File: src/mba_pkg.sv
package mba_pkg;
   // ----------------------------------------
   // Sizes and encodings
   // ----------------------------------------
   localparam int unsigned NUM_LINES = 6;      // Shared request lines
   localparam int unsigned IDX_W = 3;          // Processor index width
   localparam logic [2:0] IDX_NONE = 3'h0;     // Single-processor index
   localparam logic [2:0] IDX_FIRST = 3'h1;    // Index of line one
   localparam logic [2:0] IDX_LAST = 3'h6;     // Index of line six
   localparam logic [5:0] LINES_IDLE = 6'h00;  // No request active
   localparam logic [2:0] WAIT_CYCLES = 3'h2;  // Host wait states inserted

   // Bus ownership states
   typedef enum logic [1:0] {
      MBA_IDLE = 2'b00,    // Not owner
      MBA_MASTER = 2'b01,  // Own the external bus
      MBA_RELEASE = 2'b10, // Floating lines before host grant
      MBA_HOSTGNT = 2'b11  // Host grant asserted
   } mba_state_type;
endpackage : mba_pkg

File: src/mba_arbiter.sv
`timescale 1ns/1ns
`default_nettype none
module mba_arbiter (
   // Clock and reset
   input wire logic clk,
   input wire logic arst_n,
   // Static configuration pins
   input wire logic [mba_pkg::IDX_W-1:0] processor_index,
   input wire logic rotating_priority_sel,
   // Shared request lines, one driven
   input wire logic [mba_pkg::NUM_LINES-1:0] arb_bus_request_n_in,
   output logic [mba_pkg::NUM_LINES-1:0] arb_bus_request_n_out,
   output logic [mba_pkg::NUM_LINES-1:0] arb_bus_request_oe,
   // Internal side: core wants the bus
   input wire logic core_bus_want,
   // Priority access, shared open line
   input wire logic priority_access_n_in,
   output logic priority_access_n_out,
   output logic priority_access_oe,
   input wire logic slave_priority_want,
   // Host handshakes
   input wire logic host_cs_n,
   input wire logic host_bus_request_n,
   output logic host_bus_grant_n_out,
   output logic host_bus_grant_oe,
   output logic host_ready_ack_n,
   output logic host_ready_ack_oe,
   // Bus float control toward address/data/strobes
   output logic ext_bus_float,
   output logic bus_master,
   // External DMA handshakes
   input wire logic ext_dma_request_one_n,
   input wire logic ext_dma_request_two_n,
   output logic ext_dma_grant_one_n,
   output logic ext_dma_grant_two_n,
   output logic ext_dma_grant_oe,
   output logic dma_start_one,
   output logic dma_start_two
);
   import mba_pkg::*;

   // ----------------------------------------
   // Reset release and input synchronisers
   // ----------------------------------------
   logic [1:0] rst_sync_q; // Reset release chain
   logic rst_n;            // Local reset copy
   always_ff @(posedge clk or negedge arst_n) begin
      if (!arst_n) rst_sync_q <= 2'b00;
      else rst_sync_q <= {rst_sync_q[0], 1'b1};
   end
   assign rst_n = rst_sync_q[1];

   localparam int unsigned SW = IDX_W + NUM_LINES + 6; // Pins through synchroniser
   logic [SW-1:0] s1_q; // First stage, read only by stage two
   logic [SW-1:0] s2_q; // Stable copy
   logic [SW-1:0] raw;
   assign raw = {processor_index, rotating_priority_sel, ~arb_bus_request_n_in,
                 ~priority_access_n_in, ~host_cs_n, ~host_bus_request_n,
                 ~ext_dma_request_one_n, ~ext_dma_request_two_n};
   always_ff @(posedge clk or negedge arst_n) begin
      if (!arst_n) begin
         s1_q <= '0;
         s2_q <= '0;
      end else begin
         s1_q <= raw;
         s2_q <= s1_q;
      end
   end
   logic [IDX_W-1:0] idx_s;
   logic rot_s, pa_s, cs_s, hbr_s, dr1_s, dr2_s;
   logic [NUM_LINES-1:0] req_s; // Active-high request lines
   assign {idx_s, rot_s, req_s, pa_s, cs_s, hbr_s, dr1_s, dr2_s} = s2_q;

   // ----------------------------------------
   // Static index capture
   // ----------------------------------------
   // Index caught once after reset release; later pin changes ignored
   logic [IDX_W-1:0] idx_q;
   logic idx_done_q;
   always_ff @(posedge clk or negedge arst_n) begin
      if (!arst_n) begin
         idx_q <= IDX_NONE;
         idx_done_q <= 1'b0;
      end else if (!idx_done_q && rst_n) begin
         idx_q <= idx_s;
         idx_done_q <= 1'b1;
      end
   end

   // One-hot line of own index; 000 treated as line one
   function automatic logic [NUM_LINES-1:0] line_of(input logic [IDX_W-1:0] i);
      logic [NUM_LINES-1:0] r;
      r = '0;
      if (i == IDX_NONE) r[0] = 1'b1;
      else if (i <= IDX_LAST) r[i-IDX_FIRST] = 1'b1;
      return r;
   endfunction : line_of

   logic [NUM_LINES-1:0] own_line;
   assign own_line = line_of(idx_q);

   // ----------------------------------------
   // Arbitration
   // ----------------------------------------
   logic [NUM_LINES-1:0] last_q; // Most recent holder, one-hot
   logic [NUM_LINES-1:0] all_req;
   logic [NUM_LINES-1:0] winner_fix, winner_rot, winner;
   assign all_req = (req_s & ~own_line) | (own_line & {NUM_LINES{core_bus_want}});

   // Lowest set bit
   function automatic logic [NUM_LINES-1:0] lowest(input logic [NUM_LINES-1:0] v);
      return v & (~v + 1'b1);
   endfunction : lowest

   // Rotating: search from line after last holder, wrapping
   logic [2*NUM_LINES-1:0] dbl, mask_dbl, pick_dbl;
   assign mask_dbl = {{NUM_LINES{1'b1}}, ~((last_q << 1) - 1'b1) & ~last_q};
   assign dbl = {all_req, all_req} & mask_dbl;
   assign pick_dbl = dbl & (~dbl + 1'b1);
   assign winner_fix = lowest(all_req);
   // In rotating mode a peer that won keeps the bus while its line stays low; rotation
   // only moves on once the holder lets go, else it would be cut off
   logic peer_holds;
   assign peer_holds = |(last_q & ~own_line & req_s);
   assign winner_rot = peer_holds ? last_q :
                       (pick_dbl[NUM_LINES-1:0] | pick_dbl[2*NUM_LINES-1:NUM_LINES]);
   assign winner = rot_s ? winner_rot : winner_fix;

   logic own_wins;
   assign own_wins = |(winner & own_line) && core_bus_want && !pa_s && !hbr_s;

   // ----------------------------------------
   // Ownership state machine
   // ----------------------------------------
   mba_state_type st_q, st_d;
   always_comb begin
      st_d = st_q;
      case (st_q)
         MBA_IDLE: if (own_wins) st_d = MBA_MASTER;
         // Host first, then a slave's priority access, then give up when done
         MBA_MASTER: begin
            if (hbr_s) st_d = MBA_RELEASE;
            else if (pa_s && !slave_priority_want) st_d = MBA_IDLE;
            else if (!core_bus_want) st_d = MBA_IDLE;
         end
         MBA_RELEASE: st_d = hbr_s ? MBA_HOSTGNT : MBA_IDLE;
         MBA_HOSTGNT: if (!hbr_s) st_d = MBA_IDLE;
         default: st_d = MBA_IDLE;
      endcase
   end
   always_ff @(posedge clk or negedge rst_n) begin
      if (!rst_n) st_q <= MBA_IDLE;
      else st_q <= st_d;
   end
   always_ff @(posedge clk or negedge rst_n) begin
      if (!rst_n) last_q <= LINES_IDLE;
      else if (st_q == MBA_MASTER) last_q <= own_line;
      else if (|winner) last_q <= winner;
   end

   assign bus_master = (st_q == MBA_MASTER);
   assign ext_bus_float = (st_q != MBA_MASTER);
   assign host_bus_grant_n_out = (st_q != MBA_HOSTGNT);
   assign host_bus_grant_oe = (st_q == MBA_RELEASE) || (st_q == MBA_HOSTGNT);

   // Own line only ever driven; others left as inputs
   assign arb_bus_request_oe = own_line;
   assign arb_bus_request_n_out = ~(own_line & {NUM_LINES{core_bus_want}});
   // Open-drain: enable only while pulling low
   assign priority_access_oe = slave_priority_want && !bus_master;
   assign priority_access_n_out = 1'b0;

   // ----------------------------------------
   // Host ready wait states
   // ----------------------------------------
   logic [2:0] wait_q;
   logic host_sel;
   assign host_sel = cs_s && hbr_s;
   always_ff @(posedge clk or negedge rst_n) begin
      if (!rst_n) wait_q <= 3'h0;
      else if (!host_sel) wait_q <= 3'h0;
      else if (wait_q != WAIT_CYCLES) wait_q <= wait_q + 3'h1;
   end
   assign host_ready_ack_oe = host_sel && (wait_q != WAIT_CYCLES);
   assign host_ready_ack_n = 1'b0;

   // ----------------------------------------
   // External DMA grants
   // ----------------------------------------
   // Grant pulses one cycle, the start strobe follows next cycle
   logic g1_q, g2_q, st1_q, st2_q;
   logic dma_ok;
   assign dma_ok = bus_master && !pa_s;
   always_ff @(posedge clk or negedge rst_n) begin
      if (!rst_n) begin
         g1_q <= 1'b0;
         g2_q <= 1'b0;
         st1_q <= 1'b0;
         st2_q <= 1'b0;
      end else begin
         g1_q <= dma_ok && dr1_s && !g1_q && !st1_q;
         g2_q <= dma_ok && dr2_s && !dr1_s && !g2_q && !st2_q;
         st1_q <= g1_q;
         st2_q <= g2_q;
      end
   end
   assign ext_dma_grant_one_n = ~g1_q;
   assign ext_dma_grant_two_n = ~g2_q;
   assign ext_dma_grant_oe = bus_master;
   assign dma_start_one = st1_q;
   assign dma_start_two = st2_q;

   // ----------------------------------------
   // Checks
   // ----------------------------------------
   a_grant_leads_start: assert property (@(posedge clk) disable iff (!rst_n)
      g1_q |=> st1_q) else $error("start did not follow grant");
   a_grant_only_master: assert property (@(posedge clk) disable iff (!rst_n)
      !bus_master |-> !ext_dma_grant_oe) else $error("grant driven when not master");
   a_own_line_only: assert property (@(posedge clk) disable iff (!rst_n)
      $onehot(arb_bus_request_oe)) else $error("drives more than one request line");
   a_host_grant_hold: assert property (@(posedge clk) disable iff (!rst_n)
      (st_q == MBA_HOSTGNT) && hbr_s |=> !host_bus_grant_n_out) else $error("grant dropped");
   a_release_first: assert property (@(posedge clk) disable iff (!rst_n)
      $fell(host_bus_grant_n_out) |-> $past(ext_bus_float)) else $error("grant before float");
   a_ready_wait: assert property (@(posedge clk) disable iff (!rst_n)
      $rose(host_sel) |-> host_ready_ack_oe ##1 (host_ready_ack_oe || !host_sel)
      ##1 !host_ready_ack_oe)
      else $error("wait states wrong");
   a_index_static: assert property (@(posedge clk) disable iff (!rst_n)
      idx_done_q |=> $stable(idx_q)) else $error("index changed");
   a_pa_yields: assert property (@(posedge clk) disable iff (!rst_n)
      bus_master && pa_s |=> !g1_q && !g2_q) else $error("DMA during priority access");
   a_fixed_lowest: assert property (@(posedge clk) disable iff (!rst_n)
      !rot_s && all_req[0] |-> winner[0]) else $error("fixed priority wrong");
   c_become_master: cover property (@(posedge clk) disable iff (!rst_n) $rose(bus_master));
   c_host_grant: cover property (@(posedge clk) disable iff (!rst_n) st_q == MBA_HOSTGNT);
   c_dma_one: cover property (@(posedge clk) disable iff (!rst_n) g1_q ##1 st1_q);
   c_rotating: cover property (@(posedge clk) disable iff (!rst_n) rot_s && bus_master);
endmodule : mba_arbiter
`default_nettype wire

File: config.mk
export PLATFORM = sky130hd
export DESIGN_NAME = mba_arbiter
export DESIGN_NICKNAME = d
export VERILOG_FILES = /design/src/mba_pkg.sv /design/src/mba_arbiter.sv
export SDC_FILE = /design/constraint.sdc
export NUM_CORES = 1
export LEC_CHECK = 0
export BUFFER_PORTS_ARGS = -buffer_cell sky130_fd_sc_hd__buf_2
export CAP_MARGIN = 20
export CORE_MARGIN = 3
export CORE_UTILIZATION = 55
export CTS_CLUSTER_SIZE = 40
export DETAILED_ROUTE_END_ITERATION = 16
export PLACE_DENSITY = 0.78
export SLEW_MARGIN = 20
export SYNTH_ARGS = -nofsm -noshare
export SYNTH_HDL_FRONTEND = slang
export SYNTH_SLANG_ARGS = --single-unit
File: constraint.sdc
create_clock -name clk -period 2.5 [get_ports clk]
set_clock_uncertainty 0.2 [all_clocks]
set_input_delay 0.5 -clock clk [delete_from_list [all_inputs] [get_ports clk]]
set_output_delay 0.5 -clock clk [all_outputs]
set_load 0.01 [all_outputs]
==> flow_metrics.env <==
export IMPL_synth_edff_count=0
export IMPL_synth_area_top_cells="dfrtp_1 48%, nand2_1 4.4%, inv_1 3.9%"
export IMPL_period_share=1.35
export IMPL_slowest_delay_ps=400
export IMPL_synth_cells=264
export IMPL_groute_usage_overall=0.284
export IMPL_yosys_area_top_type="dfrtp_1"
export IMPL_maxSlewViolCount=0
export IMPL_synthesis_area_mm2=0.00267
export IMPL_arrival_ps=3420
export IMPL_failed_checks="setup timing"
export IMPL_max_cap_violations=0
export IMPL_hold_violations=0
export IMPL_endpoint_kind="register"
export IMPL_finalPower_mw=3.42
export IMPL_drive_gt1_frac=0.470
export IMPL_cts_inserted_buffers=5
export IMPL_grt_use_met1=0.376
export IMPL_busiest_layer="met2"
export IMPL_grt_pass1_wl_um=11900
export IMPL_wl_per_cell_um=18.0
export IMPL_rsz0062_at_grt="yes"
export IMPL_setup_viol=19
export IMPL_tightest_slew_ps=793
export IMPL_yosys_warnings=0
export IMPL_drc=0
export IMPL_status="complete, but fails checks"
export IMPL_drt_total_wl_um=7890
export IMPL_use_met3=0.0660
export IMPL_die_y_um=75.6
export IMPL_clk_latency_ps=310
export IMPL_crit_path_top_delay_cell="dfrtp_1"
export IMPL_grt_ovfl_total=0
export IMPL_seq_area_frac_synth=0.479
export IMPL_cp_required_ps=2550
export IMPL_dieWidth_um=75.6
export IMPL_core_area_mm2=0.00450
export IMPL_power_density_mw_per_mm2=875
export IMPL_cp_max_fo=6
export IMPL_slew_headroom=0.471
export IMPL_synth_most_common_cell="dfrtp_1"
export IMPL_avgSynthCellArea_um2=10.1
export IMPL_grt_max_degree=37
export IMPL_fmax_mhz=297
export IMPL_place_ws_ps=-917
export IMPL_cts_htree_levels=2
export IMPL_worstSetupPathType="reg2reg"
export IMPL_p_leak_nw=1.89
export IMPL_layout_nets=412
export IMPL_gp_congestion=0.900
export IMPL_clock_sinks=51
export IMPL_multiInputGateArea_mm2=0.00144
export IMPL_min_period_ps=3370
export IMPL_async_flop_share=1.00
export IMPL_register_area_mm2=0.00128
export IMPL_layout_setup_ws_ps=-869
export IMPL_hold_path_class="reg2async"
export IMPL_cts_tree="done"
export IMPL_drt_initial_drc_count=153
export IMPL_antenna_found_initial=0
export IMPL_clk_path_buf_depth=2
export IMPL_io_pins=44
export IMPL_first_pass_iters=4
export IMPL_fin_setup_tns_ps=-8850
export IMPL_dpl_hpwl_um=5490
export IMPL_vias_per_cell=5.76
export IMPL_synth_main_ff_cell="dfrtp_1"
export IMPL_placed_cell_area_mm2=0.00343
export IMPL_ctsHoldBuffers=0
export IMPL_path_clk_slew_ps=100
export IMPL_start_util=0.592
export IMPL_crit_chain="inv_2 -> buf_6 -> ha_4 -> nor2b_1 -> o41ai_4 -> o2bb2ai_2 -> buf_4 -> o2111ai_4 -> buf_4 -> o41ai_4 -> and2_4 -> a211o_4 -> nor4b_4 -> a31o_1"
export IMPL_design_area_mm2=0.00390
export IMPL_ir_worst_vdd_uv=801
export IMPL_synthDominantCellAreaShare=0.479
export IMPL_die_area_mm2=0.00572
export IMPL_grtUsageMet2=0.466
export IMPL_fillCellCount=221
export IMPL_critPathLaunchType="register"
export IMPL_postRouteAntennaNets=0
export IMPL_synth_top_cells_by_count="51 x dfrtp_1, 31 x nand2_1, 28 x inv_1"
export IMPL_row_count=24
export IMPL_ys_types=67
export IMPL_grt_pass1_vias=2407
export IMPL_num_vias=2528
export IMPL_layout_area_overhead_vs_synth_pct=46.5
export IMPL_ys_seq_elements=51
export IMPL_port_buffers=41
export IMPL_clockRootBuffer="clkbuf_8"
export IMPL_diodes=0
per-layer routing:
metal / vias up / wire, µm
met4: 0 / 200
met2: 103 / 3900
met5: - / 0
met1: 1232 / 3230
li1: 1170 / -
met3: 23 / 556
what timing repair did:
item,in CTS,in global routing
hold endpoints to repair,0,0
gates resized for setup,34,24
endpoints found under the setup margin,19,20
buffers inserted,9,9
pin swaps,14,24
critical path, delay by kind of cell (launching register included):
kind / cells / cell delay, ps
DFF: 1 / 400
buffers and inverters: 4 / 570
AOI/OAI and AO/OA: 6 / 1030
and+or+nand+nor: 3 / 960
adders and majority gates: 1 / 120
layout by cell type (no fill, tap or decap), types with 3 or more instances in the layout:
cell,instances
inv_2,4
and2_1,3
conb_1,3
o21a_1,3
nand2_2,3
and2_4,3
nand3_1,3
buf_2,38
buf_4,73
inv_1,22
nor2_1,11
xor2_1,4
a2111oi_0,3
a21oi_1,7
nand2b_1,4
clkbuf_8,5
buf_6,12
dfrtp_1,51
o21ai_0,9
nor3_1,4
ha_1,4
ha_4,3
a31o_1,6
nand2_1,26
nor2b_1,5
a211oi_1,3
o21ai_2,3
power by group:
group	total, mW	switching (mW)	internal [mW]
clock	0.586	0.283	0.303
sequential	0.978	0.0736	0.904
combinational	1.85	0.879	0.974
total	3.42	1.24	2.18
area by class of cell:
class / instances / area share
clock inverters: 2 / 0.00994
clock buffers: 6 / 0.0186
repair buffers: 124 / 0.229
flip-flops and latches: 51 / 0.327
well taps: 52 / 0.0167
multi-input cells: 175 / 0.369
inverters: 29 / 0.0301
metrics by stage:
step | instances | utilization | hold WS [ps]
finish | 439 | 0.867 | 30.6
floorplan | 265 | - | -2.07
global placement | 415 | 0.762 | 14.8
global route | 439 | 0.867 | 61.3
detailed placement | 415 | 0.762 | 28.0
CTS | 432 | 0.830 | 32.9
path summary, 6_finish.rpt:
path,start,end,slack (ps),depth (start not counted)
max,idx_q[0]$_DFFE_PN0P_,last_q[2]$_DFFE_PN0P_,-870,14
min,rst_sync_q[1]$_DFF_PN0_,wait_q[2]$_DFFE_PN0P_,30,1
max reg2reg,idx_q[0]$_DFFE_PN0P_,last_q[2]$_DFFE_PN0P_,-870,14
min reg2reg,rst_sync_q[1]$_DFF_PN0_,wait_q[2]$_DFFE_PN0P_,30,1
max in group asynchronous,arst_n,s2_q[2]$_DFF_PN0_,1530,1
min in group clk,processor_index[2],s1_q[14]$_DFF_PN0_,80,1
registers in the layout, indices dropped and copies added, names as in the netlist:
name	cells
idx_done_q	1
rst_sync_q	2
s2_q	15
last_q	6
st_q	2
idx_q	3
dma_start_two	1
g1_q	1
s1_q	15
g2_q	1
dma_start_one	1
wait_q	3
cell families after synthesis:
logic type               after synthesis  share of synthesized area
multiplexers                           5                     0.0202
other                                  2                    0.00282
flip-flops                            51                      0.479
adder cells (fa/ha/maj)                7                     0.0329
AO/OA/AOI/OAI                         66                      0.200
buffers and inverters                 39                     0.0610
AND/OR/NAND/NOR                       88                      0.182
XOR/XNOR                               6                     0.0225
Power figures use the tool's default switching activity.
